$ cat src/hdl/pfc_pkg.sv
// ----------------------------------------------------------------------
// shared constants for the phaselock error frequency counter
// ----------------------------------------------------------------------
package pfc_pkg;

  // apb bus geometry
  localparam int          PFC_ADDR_W        = 12;
  localparam int          PFC_DATA_W        = 32;

  // register indices as printed, byte address is four times the index
  localparam logic [7:0]  PFC_TALK_IDX      = 8'hF3;
  localparam logic [7:0]  PFC_LISTEN_IDX    = 8'h73;
  localparam logic [11:0] PFC_TALK_ADDR     = {2'h0, PFC_TALK_IDX, 2'h0};
  localparam logic [11:0] PFC_LISTEN_ADDR   = {2'h0, PFC_LISTEN_IDX, 2'h0};

  // listen data byte fields
  localparam int          PFC_SEQ_RST_POS   = 3;  // sequencer_reset_bit
  localparam int          PFC_CLEAR_POS     = 5;  // counter_clear_bit
  localparam logic [7:0]  PFC_LISTEN_RST    = 8'h00;

  // status byte fields
  localparam int          PFC_ST_VALID_POS  = 7;
  localparam int          PFC_ST_UP_POS     = 6;
  localparam int          PFC_ST_DOWN_POS   = 5;
  localparam int          PFC_ST_LOCK_POS   = 4;  // lock_status_bit

  // main counter geometry
  localparam int          PFC_STAGE_W       = 4;
  localparam int          PFC_STAGES        = 5;
  localparam int          PFC_COUNT_W       = PFC_STAGE_W * PFC_STAGES;

  // beat prescaler: bit 3 is the div8 tap, bit 4 the div16 tap
  localparam int          PFC_PRE_W         = 5;
  localparam int          PFC_DIV8_POS      = 3;
  localparam int          PFC_DIV16_POS     = 4;

  // readout sequencer positions
  localparam logic [1:0]  PFC_SEQ_STATUS    = 2'h0;
  localparam logic [1:0]  PFC_SEQ_MID       = 2'h1;
  localparam logic [1:0]  PFC_SEQ_LAST      = 2'h2;
  localparam logic [1:0]  PFC_SEQ_IDLE      = 2'h3;

  // clock and lock sensor timing
  localparam int          PFC_CLK_PERIOD_NS = 50;
  localparam int          PFC_LOCK_TMO_US   = 100000;
  localparam int          PFC_LOCK_TMO_CYC  = (PFC_LOCK_TMO_US * 1000) / PFC_CLK_PERIOD_NS;
  localparam int          PFC_LOCK_W        = 24;

endpackage

$ cat src/hdl/pfc_freq_counter.sv
`timescale 1ns/1ns
module pfc_freq_counter
  import pfc_pkg::*;
#(
  parameter int LOCK_TMO_CYC = PFC_LOCK_TMO_CYC
)
(
  input  wire logic                  ref_clk_in,
  input  wire logic                  sys_rst_in,
  // apb slave
  input  wire logic                  psel_in,
  input  wire logic                  penable_in,
  input  wire logic                  pwrite_in,
  input  wire logic [PFC_ADDR_W-1:0] paddr_in,
  input  wire logic [PFC_DATA_W-1:0] pwdata_in,
  output logic      [PFC_DATA_W-1:0] prdata_out,
  output logic                       pready_out,
  output logic                       pslverr_out,
  // analog side signals
  input  wire logic                  error_beat_in,
  input  wire logic                  search_osc_in,
  input  wire logic                  drift_up_in,
  input  wire logic                  drift_down_in,
  output logic                       drift_up_out,
  output logic                       drift_down_out,
  output logic                       lock_out,
  output logic                       count_complete_out,
  output logic                       talk_select_strobe_n_out
);

  // ----------------------------------------------------------------------
  // state
  // ----------------------------------------------------------------------
  // fields of the one state register
  // prescale : beat divider, bit 3 gates the counter, bit 4 ends the gate
  // seq      : readout buffer sequencer, saturates at idle
  // lock_tmr : one-shot timer, nonzero while searching
  // listen   : last byte written to the listen address
  // rdata    : read data, loaded in the setup cycle
  // talk_act : talk strobe, high through the access of a talk read
  typedef struct packed {
    logic [PFC_PRE_W-1:0]  prescale;
    logic [1:0]            seq;
    logic [PFC_LOCK_W-1:0] lock_tmr;
    logic [7:0]            listen;
    logic [PFC_DATA_W-1:0] rdata;
    logic                  talk_act;
  } pfc_state_t;

  pfc_state_t st_reg;
  pfc_state_t st_next;

  localparam logic [PFC_LOCK_W-1:0] LOCK_LOAD = PFC_LOCK_W'(LOCK_TMO_CYC);

  // ----------------------------------------------------------------------
  // input synchronisers
  // ----------------------------------------------------------------------
  // both pins are free running, so every edge is taken only after two
  // flops; the beat edge lags the pin by three reference clocks, which
  // shifts the gate in time but keeps its length at eight beat periods
  logic beat_fall;
  logic osc_fall;
  logic osc_rise;

  // beat brought into the reference domain
  pfc_edge_sync u_beat_sync (
    .ref_clk_in (ref_clk_in),
    .sys_rst_in (sys_rst_in),
    .async_in   (error_beat_in),
    .level_out  (),
    .fall_out   (beat_fall),
    .rise_out   ()
  );

  // search oscillation brought into the reference domain
  pfc_edge_sync u_osc_sync (
    .ref_clk_in (ref_clk_in),
    .sys_rst_in (sys_rst_in),
    .async_in   (search_osc_in),
    .level_out  (),
    .fall_out   (osc_fall),
    .rise_out   (osc_rise)
  );

  // ----------------------------------------------------------------------
  // apb decode
  // ----------------------------------------------------------------------
  logic apb_setup;
  logic apb_access;
  logic hit_talk;
  logic hit_listen;
  logic wr_listen;
  logic talk_done;
  logic clear_cmd;
  logic seq_rst_cmd;

  assign hit_talk    = (paddr_in == PFC_TALK_ADDR);
  assign hit_listen  = (paddr_in == PFC_LISTEN_ADDR);
  assign apb_setup   = psel_in & ~penable_in;
  assign apb_access  = psel_in & penable_in;
  assign wr_listen   = apb_access & pwrite_in & hit_listen;
  // talk read completes when the strobe is released
  assign talk_done   = apb_access & ~pwrite_in & hit_talk;
  assign clear_cmd   = wr_listen & pwdata_in[PFC_CLEAR_POS];
  assign seq_rst_cmd = wr_listen & pwdata_in[PFC_SEQ_RST_POS];

  // the talk address only answers reads; a write to it is dropped with
  // no error, so it cannot disturb the sequencer
  // zero wait states, error on unmapped address
  assign pready_out  = 1'b1;
  assign pslverr_out = apb_access & ~(hit_talk | hit_listen);

  // ----------------------------------------------------------------------
  // prescaler and gate
  // ----------------------------------------------------------------------
  // the divider stops itself: once bit 4 is set the selector shuts, no
  // further beat edge is taken and the taps freeze until the next clear
  logic div8_tap;
  logic div16_tap;
  logic sel_open;
  logic ref_gate;

  assign div8_tap  = st_reg.prescale[PFC_DIV8_POS];
  assign div16_tap = st_reg.prescale[PFC_DIV16_POS];
  assign sel_open  = ~div16_tap;
  assign ref_gate  = div8_tap & ~div16_tap & ~clear_cmd;

  // ----------------------------------------------------------------------
  // main counter, five cascaded stages
  // ----------------------------------------------------------------------
  // a beat slow enough to fill all five stages wraps the count
  // silently; there is no overflow flag, so software must keep the
  // beat above that limit before trusting the result
  logic [PFC_STAGES:0]        carry;
  logic [PFC_COUNT_W-1:0]     count;

  assign carry[0] = ref_gate;

  for (genvar g = 0; g < PFC_STAGES; g++) begin : g_stage
    pfc_nibble_stage #(
      .W (PFC_STAGE_W)
    ) u_stage (
      .ref_clk_in (ref_clk_in),
      .sys_rst_in (sys_rst_in),
      .clear_in   (clear_cmd),
      .carry_in   (carry[g]),
      .count_out  (count[g*PFC_STAGE_W +: PFC_STAGE_W]),
      .carry_out  (carry[g+1])
    );
  end

  // ----------------------------------------------------------------------
  // lock sensor and drift lines
  // ----------------------------------------------------------------------
  // the timer doubles as the one-shot: zero means timed out, so reset
  // leaves the block reporting lock until the first oscillation edge;
  // the drift lines are therefore open straight after reset
  logic searching;
  logic locked;

  assign searching = (st_reg.lock_tmr != '0);
  assign locked    = ~searching;

  assign drift_up_out   = drift_up_in & locked;
  assign drift_down_out = drift_down_in & locked;

  // ----------------------------------------------------------------------
  // readout buffers
  // ----------------------------------------------------------------------
  // nibbles and bytes come straight from the live counter; they are
  // only meaningful once count complete has been seen high
  logic [7:0] status_byte;
  logic [7:0] sel_byte;

  // status byte carries flags and the top nibble
  always_comb begin
    status_byte                   = {4'h0, count[PFC_COUNT_W-1 -: PFC_STAGE_W]};
    status_byte[PFC_ST_VALID_POS] = div16_tap;
    status_byte[PFC_ST_UP_POS]    = drift_up_in;
    status_byte[PFC_ST_DOWN_POS]  = drift_down_in;
    status_byte[PFC_ST_LOCK_POS]  = locked;
  end

  // one buffer chosen by the sequencer
  always_comb begin
    unique case (st_reg.seq)
      PFC_SEQ_STATUS: sel_byte = status_byte;
      PFC_SEQ_MID:    sel_byte = count[15:8];
      PFC_SEQ_LAST:   sel_byte = count[7:0];
      PFC_SEQ_IDLE:   sel_byte = 8'h00;
    endcase
  end

  // ----------------------------------------------------------------------
  // next state
  // ----------------------------------------------------------------------
  always_comb begin
    st_next = st_reg;

    // prescaler: clear, else step on falling beat while selector open
    // a clear in the same cycle as a beat edge wins
    if (clear_cmd) begin
      st_next.prescale = '0;
    end else if (beat_fall && sel_open) begin
      st_next.prescale = st_reg.prescale + 1'b1;
    end

    // one-shot retriggered on every oscillation edge
    // a steady line lets the timer run down to lock
    if (osc_fall || osc_rise) begin
      st_next.lock_tmr = LOCK_LOAD;
    end else if (searching) begin
      st_next.lock_tmr = st_reg.lock_tmr - 1'b1;
    end

    // listen data latch
    // kept so software can read the last command back
    if (wr_listen) begin
      st_next.listen = pwdata_in[7:0];
    end

    // talk strobe active during access of a talk read
    // set from the setup cycle, so it stands low for the whole access
    // and rises as that access ends
    st_next.talk_act = 1'b0;
    if (apb_setup && !pwrite_in && hit_talk) begin
      st_next.talk_act = 1'b1;
    end

    // read data is prepared in the setup cycle
    // a talk read clears it after the access, so a freed bus reads zero
    if (apb_setup && !pwrite_in) begin
      if (hit_talk) begin
        st_next.rdata = {24'h000000, sel_byte};
      end else if (hit_listen) begin
        st_next.rdata = {24'h000000, st_reg.listen};
      end else begin
        st_next.rdata = '0;
      end
    end else if (talk_done) begin
      st_next.rdata = '0;
    end

    // sequencer: reset on listen command, advance on strobe release
    // saturates at idle; later talk reads give zero until bit 3 is sent
    if (seq_rst_cmd) begin
      st_next.seq = PFC_SEQ_STATUS;
    end else if (talk_done && st_reg.seq != PFC_SEQ_IDLE) begin
      st_next.seq = st_reg.seq + 2'h1;
    end
  end

  // ----------------------------------------------------------------------
  // state register
  // ----------------------------------------------------------------------
  // listen byte and sequencer take their own reset values, the rest
  // clears to zero
  always_ff @(posedge ref_clk_in) begin
    if (sys_rst_in) begin
      st_reg          <= '0;
      st_reg.listen   <= PFC_LISTEN_RST;
      st_reg.seq      <= PFC_SEQ_STATUS;
    end else begin
      st_reg <= st_next;
    end
  end

  // ----------------------------------------------------------------------
  // outputs
  // ----------------------------------------------------------------------
  // count complete is the div16 tap itself, so it falls in the cycle
  // after a clear and rises with the sixteenth taken beat edge;
  // lock and drift lines follow the timer without further delay
  assign prdata_out               = st_reg.rdata;
  assign lock_out                 = locked;
  assign count_complete_out       = div16_tap;
  assign talk_select_strobe_n_out = ~st_reg.talk_act;

endmodule

$ cat src/hdl/pfc_edge_sync.sv
`timescale 1ns/1ns
// ----------------------------------------------------------------------
// two-flop synchroniser with edge detection on the settled copy
// ----------------------------------------------------------------------
module pfc_edge_sync
  import pfc_pkg::*;
(
  input  wire logic ref_clk_in,
  input  wire logic sys_rst_in,
  input  wire logic async_in,
  output logic      level_out,
  output logic      fall_out,
  output logic      rise_out
);

  typedef struct packed {
    logic meta;
    logic sync;
    logic last;
  } pfc_sync_t;

  pfc_sync_t st_reg;
  pfc_sync_t st_next;

  // shift chain; meta feeds only sync
  always_comb begin
    st_next      = st_reg;
    st_next.meta = async_in;
    st_next.sync = st_reg.meta;
    st_next.last = st_reg.sync;
  end

  always_ff @(posedge ref_clk_in) begin
    if (sys_rst_in) begin
      st_reg <= '0;
    end else begin
      st_reg <= st_next;
    end
  end

  assign level_out = st_reg.sync;
  assign fall_out  = st_reg.last & ~st_reg.sync;
  assign rise_out  = ~st_reg.last & st_reg.sync;

endmodule

$ cat src/hdl/pfc_nibble_stage.sv
`timescale 1ns/1ns
// ----------------------------------------------------------------------
// one four-bit decade-free binary stage of the cascaded counter
// ----------------------------------------------------------------------
module pfc_nibble_stage
  import pfc_pkg::*;
#(
  parameter int W = PFC_STAGE_W
)
(
  input  wire logic         ref_clk_in,
  input  wire logic         sys_rst_in,
  input  wire logic         clear_in,
  input  wire logic         carry_in,
  output logic [W-1:0]      count_out,
  output logic              carry_out
);

  typedef struct packed {
    logic [W-1:0] cnt;
  } pfc_stage_t;

  pfc_stage_t st_reg;
  pfc_stage_t st_next;

  // clear wins, otherwise step on carry
  always_comb begin
    st_next = st_reg;
    if (clear_in) begin
      st_next.cnt = '0;
    end else if (carry_in) begin
      st_next.cnt = st_reg.cnt + 1'b1;
    end
  end

  always_ff @(posedge ref_clk_in) begin
    if (sys_rst_in) begin
      st_reg <= '0;
    end else begin
      st_reg <= st_next;
    end
  end

  assign count_out = st_reg.cnt;
  assign carry_out = carry_in & (&st_reg.cnt); // ripple to next stage

endmodule

$ cat config.mk
export PLATFORM = sky130hd
export DESIGN_NAME = pfc_freq_counter
export DESIGN_NICKNAME = d
export VERILOG_FILES = /design/src/hdl/pfc_pkg.sv /design/src/hdl/pfc_freq_counter.sv /design/src/hdl/pfc_edge_sync.sv /design/src/hdl/pfc_nibble_stage.sv
export SDC_FILE = /design/constraint.sdc
export NUM_CORES = 1
export LEC_CHECK = 0
export ABC_AREA = 1
export BUFFER_PORTS_ARGS = -buffer_cell sky130_fd_sc_hd__buf_4
export CAP_MARGIN = 20
export CORE_UTILIZATION = 58
export CTS_CLUSTER_DIAMETER = 50
export DETAILED_ROUTE_END_ITERATION = 12
export MAX_ROUTING_LAYER = met4
export PLACE_DENSITY = 0.87
export SLEW_MARGIN = 20
export SYNTH_ARGS = -nofsm -noshare
export SYNTH_HDL_FRONTEND = slang
export SYNTH_SLANG_ARGS = --single-unit
$ cat constraint.sdc
create_clock -name ref_clk_in -period 3.4 [get_ports ref_clk_in]
set_clock_uncertainty 0.2 [all_clocks]
set_input_delay 0.17 -clock ref_clk_in [delete_from_list [all_inputs] [get_ports ref_clk_in]]
set_output_delay 0.17 -clock ref_clk_in [all_outputs]
set_load 0.03 [all_outputs]
== Yosys cells after proc, flatten, opt, wreduce, memory -nomap -nowiden ==
Index checks and enable logic that the tools add are counted.

* Bits in registers: 98
* Bits of input ports: 53
* Word-level logic and storage cells: 88

* $add $sub $neg: 8
* Equal/unequal tests: 6
* Mux-type cells: 8
* Bitwise logic cells: 31
* Reduce and logical (&&, ||, !) cells: 17

{| class="wikitable"
|+ Operators by type and width
! cell !! number
|-
| $mux 32 || 2
|-
| $mux 21 || 2
|-
| $pmux 8 s4 || 1
|-
| $reduce_bool 24->1 || 1
|-
| $sub 24x1->24 const B || 1
|-
| $add 4x1->4 const B || 5
|-
| $and 1x1->1 || 20
|-
| $mux 8 || 2
|-
| $reduce_and 4->1 || 4
|-
| $eq 12x10->1 const B || 1
|-
| $eq 12x9->1 const B || 1
|-
| $not 1->1 || 10
|-
| $reduce_or 2->1 || 3
|-
| $add 5x1->5 const B || 1
|-
| $eq 2x2->1 const B || 2
|-
| $logic_and 1x1->1 || 4
|-
| $reduce_bool 2->1 || 2
|-
| $add 2x1->2 const B || 1
|-
| $eq 2x1->1 const B || 1
|-
| $logic_not 2->1 || 1
|-
| $ne 2x2->1 const B || 1
|-
| $logic_not 1->1 || 1
|-
| $logic_or 1x1->1 || 1
|-
| $mux 1 || 1
|-
| $or 1x1->1 || 1
|}

== Logic depth before layout (Yosys ltp) ==
* Depth in word-level cells: 10
* Depth in mapped cells: 11
* Depth with buffers taken out: 11

== Cells and area by module ==
Synthesis repeated with hierarchy kept, for this count alone.

* Cell total of the unflattened synthesis: 600
* Area, all modules: 4097.7 µm²

{| class="wikitable"
|+ Modules (own cells, without submodules)
! module !! instances !! cells an instance !! area an instance (µm²)
|-
| pfc_freq_counter || 1 || 451 || 3015.4
|-
| pfc_nibble_stage || 5 || 25 || 178.9
|-
| pfc_edge_sync || 2 || 12 || 93.8
|}

== Least setup slack after synthesis ==
OpenSTA, ideal clock, no wires.

* Kind: register -> output
* Start point: register st_reg[41] (netlist bit)
* End point: output port drift_down_out
* Arrival time: 1478 ps
* Required time: 3030 ps
* Setup slack: 1552 ps
* Cell stages (with the launch flop): 7
* Path buffers: 0
* Cells stage by stage: dfxtp_1 > inv_1 > ha_1 > nand2_1 > nor3_1 > nand3_2 > nor2_1

* Cells in the longest elaborated chain, start to end: 3

{| class="wikitable"
|+ Ends and longest elaborated chain
! what !! RTL line !! text
|-
| from (decl) || pfc_freq_counter.sv:50 || <nowiki>pfc_state_t st_reg;</nowiki>
|-
| from (signal assigned) || pfc_freq_counter.sv:264 || <nowiki>st_reg <= st_next;</nowiki>
|-
| $reduce_bool 24->1 || pfc_freq_counter.sv:161 || <nowiki>assign searching = (st_reg.lock_tmr != '0);</nowiki>
|-
| $not 1->1 || pfc_freq_counter.sv:162 || <nowiki>assign locked = ~searching;</nowiki>
|-
| $and 1x1->1 || pfc_freq_counter.sv:165 || <nowiki>assign drift_down_out = drift_down_in & locked;</nowiki>
|-
| to (decl) || pfc_freq_counter.sv:25 || <nowiki>output logic drift_down_out,</nowiki>
|}

No other way between the ends.

== Final worst setup path ==
* Start point: input port paddr_in[9]
* End point: register st_reg[39] (netlist bit)

* Cells in the longest elaborated chain, start to end: 2

{| class="wikitable"
|+ Ends and longest elaborated chain
! what !! RTL line !! text
|-
| from (decl) || pfc_freq_counter.sv:14 || <nowiki>input wire logic [PFC_ADDR_W-1:0] paddr_in,</nowiki>
|-
| $eq 12x9->1 || pfc_freq_counter.sv:98 || <nowiki>assign hit_listen = (paddr_in == PFC_LISTEN_ADDR);</nowiki>
|-
| $and 1x1->1 || pfc_freq_counter.sv:101 || <nowiki>assign wr_listen = apb_access & pwrite_in & hit_listen;</nowiki>
|}

No other way between the ends.
A chain may end at the register's enable or synchronous reset.

==> results.md <==
* Setup bufs post-CTS at 0
* Reg clk slew, reported paths at 0.07 ns
* Fin. Hold Viols at 0
* Worst VDD drop at 0.0002752 V
* Reg-to-Reg Start: st_reg[41]$_SDFFE_PP0P_
* Die ar. at 7291 µm²
* Number of synthesized flops with an enable pin at 0
* Number of port buffers at 42
* Final Max Slew Viols at 0
* Tcrit/Tclk final at 77.33%
* Critical path launch point: paddr_in[9]
* Final HPWL DP at 6.619 mm
* DRC marker count from the first detailed-route iteration at 415
* GRT Overall Usage at 27.83%
* Final total power at 3.190 mW
* Layout fillers at 530
* RePlAce Congestion at 0.8865
* Sequential Area at 1481 µm²
* Worst setup EP type: register
* Synth Cell Area at 4033 µm²
* Cell breakdown of the critical path: dlygate4sd3_1, buf_4, inv_2, nand2_1, nor2_1, nand2_1, nor3_2, inv_2, nor2_1, a211oi_1, dlygate4sd3_1
* Critical path's top delay family: buffers and inverters
* Slowest stage delay, CP at 0.58 ns
* Critical path data arrival time at 2.66 ns
* Commonest cells after routing, fill and taps aside: 106 x nand2_1, 87 x nor2_1, 74 x dfxtp_1
* Slew of the pin with the lowest slew margin at 0.8520 ns
* CTS tree: built
* Die W at 85.39 µm
* Initial antenna violation count at 0
* Total of max-cap violations at 0
* CP Max Fanout at 12
* Hold/Removal Path Class: in2reg
* DR WL/cell at 13.45 µm
* Dominant synthesized flop cell: dfxtp_1
* Routed vias/inst at 5.455
* FP Rows at 30
* Status: complete, no violations
* Htree depth at 3
* Drt first pass iters at 5
* WP data required at 3.43 ns
* TritonCTS buffer count at 9
* Overflow after GRT at 0
* Syn. warnings at 0
* Root buffer cell: clkbuf_8
* Vias at 3873
* Vias in the first global route at 3483
* Layout cell share with drive strength beyond 1 at 12.06%
* Clk sinks at 74
* Mean post-synth cell area at 7.050 µm²
* Cell variety after synth at 38
* Io pins at 92
* Routed wire length at 9.548 mm
* HP Start: pwdata_in[5]
* Critical Path Source Type: input port
* Final TNS setup at 0 ns
* Critical path class: in2reg
* Die H at 85.39 µm
* Maximum clock rate at 0.3804 GHz
* Most common library cell in the layout ignoring fill and taps: nand2_1
* RSZ-0062 raised after global routing: no
* Post-synth ARST share at 0%
* Worst slew margin at 43.06%
* Nets at 691
* Clock latency on the worst-skew pair at 0.35 ns
* Total leakage power at 2.056 nW
* Area occupied by multi-input gates at 2078 µm²
* ANT cells at 0
* Syn Inst Count at 572
* Register bit count reported by yosys at 74
* Clock Tree Buf Depth at 2
* Seq/Total Area, Yosys at 36.74%
* Setup violations, final at 0
* Worst path bufs/invs at 5
* Initial core utilization at 59.69%
* Pwr dens at 686.3 nW/µm²
* Slowest-stage cell, CP: dlygate4sd3_1
* Post-route DRC at 0
* Post-route ant nets at 0
* Largest register FFs at 38
* Core ar. at 6756 µm²
* First-pass GRT wire length at 15.67 mm
* Area grow syn2layout at 15.27%
* Final min period at 2.629 ns
* Largest net degree at the start of global routing at 26
-- repair_timing --
item,CTS,global route
gates resized for setup,0,0
hold buffers,19,0
hold endpoints to repair,30,0
-- layer usage --
layer / vias up / wire, µm / global-route usage (%)
met5: - / 0 / -
li1: 1914 / - / -
met3: 28 / 495 / 4.183
met4: 0 / 250 / 13.79
met2: 159 / 4574 / 44.13
met1: 1772 / 4227 / 34.68
-- area by class of cell --
| class | instances | share of cell area (%) |
|---|---|---|
| Tap cell | 80 | 2.153 |
| Clock inverter | 6 | 1.777 |
| Multi-Input combinational cell | 407 | 44.71 |
| Inverter | 73 | 5.949 |
| Clock buffer | 9 | 2.665 |
| Sequential cell | 74 | 31.87 |
| Timing Repair Buffer | 61 | 10.87 |
-- Yosys cell counts (2+ instances only) --
| cell | instances | area (µm²) |
|---|---|---|
| conb_1 | 2 | 7.510 |
| ha_1 | 12 | 150.1 |
| nand2_1 | 106 | 397.9 |
| o21ai_0 | 14 | 70.07 |
| clkinv_1 | 2 | 7.510 |
| a21oi_1 | 40 | 200.2 |
| inv_1 | 67 | 251.5 |
| nor4_1 | 2 | 12.51 |
| dfxtp_1 | 74 | 1481 |
| o211ai_1 | 3 | 22.52 |
| buf_2 | 4 | 20.02 |
| nand4_1 | 10 | 62.56 |
| a31o_2 | 2 | 17.52 |
| nor3_2 | 2 | 20.02 |
| nand3_2 | 3 | 30.03 |
| buf_4 | 33 | 247.7 |
| xor2_1 | 9 | 78.83 |
| o22ai_1 | 6 | 37.54 |
| inv_2 | 3 | 11.26 |
| o2111ai_1 | 4 | 35.03 |
| nand3_1 | 39 | 195.2 |
| nor2_1 | 87 | 326.6 |
| clkbuf_1 | 4 | 15.01 |
| nand3b_1 | 2 | 15.01 |
| a211oi_1 | 8 | 60.06 |
| nand4_2 | 2 | 25.02 |
| nor2_4 | 2 | 22.52 |
| xnor2_1 | 8 | 70.07 |
| nor3_1 | 11 | 55.05 |
| nor3b_1 | 3 | 22.52 |
-- path summary, 6_finish.rpt --
kind	slack [ns]	cells past startpoint	to
hold / removal	0.05	3	st_reg[38]$_SDFFE_PP0N_
hold reg to reg	0.21	2	u_beat_sync.level_out$_SDFF_PP0_
setup reg to reg	1.29	8	st_reg[57]$_SDFFE_PP0P_
setup / recovery	0.77	11	st_reg[39]$_SDFFE_PP0N_
-- stage by stage --
step	instances	setup slack (ns)	cell area, µm²	hold slack [ns]	utilization [%]
after floorplan	595	1.552	4119	0.07697	-
after global placement	676	1.355	4252	0.1678	62.93
after detailed placement	676	1.309	4252	0.1798	62.93
after CTS	710	0.9833	4648	0.02188	68.80
final	710	0.7708	4648	0.04873	68.80
after global routing	710	0.6789	4648	0.05218	68.80
-- logic make-up (layout without fill, tap and decap cells) --
group / after synthesis / after routing / share of synthesized area, %
other: 2 / 25 / 0.1862
flip-flops: 74 / 74 / 36.74
buffers and inverters: 114 / 149 / 13.87
multiplexers: 1 / 1 / 0.2482
AND/OR/NAND/NOR: 274 / 274 / 30.34
XOR/XNOR: 17 / 17 / 3.692
AO/OA/AOI/OAI: 78 / 78 / 11.20
adder cells (fa/ha/maj): 12 / 12 / 3.723
-- power by group --
part / internal [mW] / switching (mW) / leakage, nW
clock: 0.405 / 0.325 / 0.105
sequential: 0.994 / 0.126 / 0.601
combinational: 0.467 / 0.873 / 1.35
total: 1.87 / 1.32 / 2.06
-- tightest hold or removal path: stages --
cell	delay [ns]
buf_4	0.11
nand4_2	0.17
a21oi_1	0.09
(Power assumes the default switching activity.)
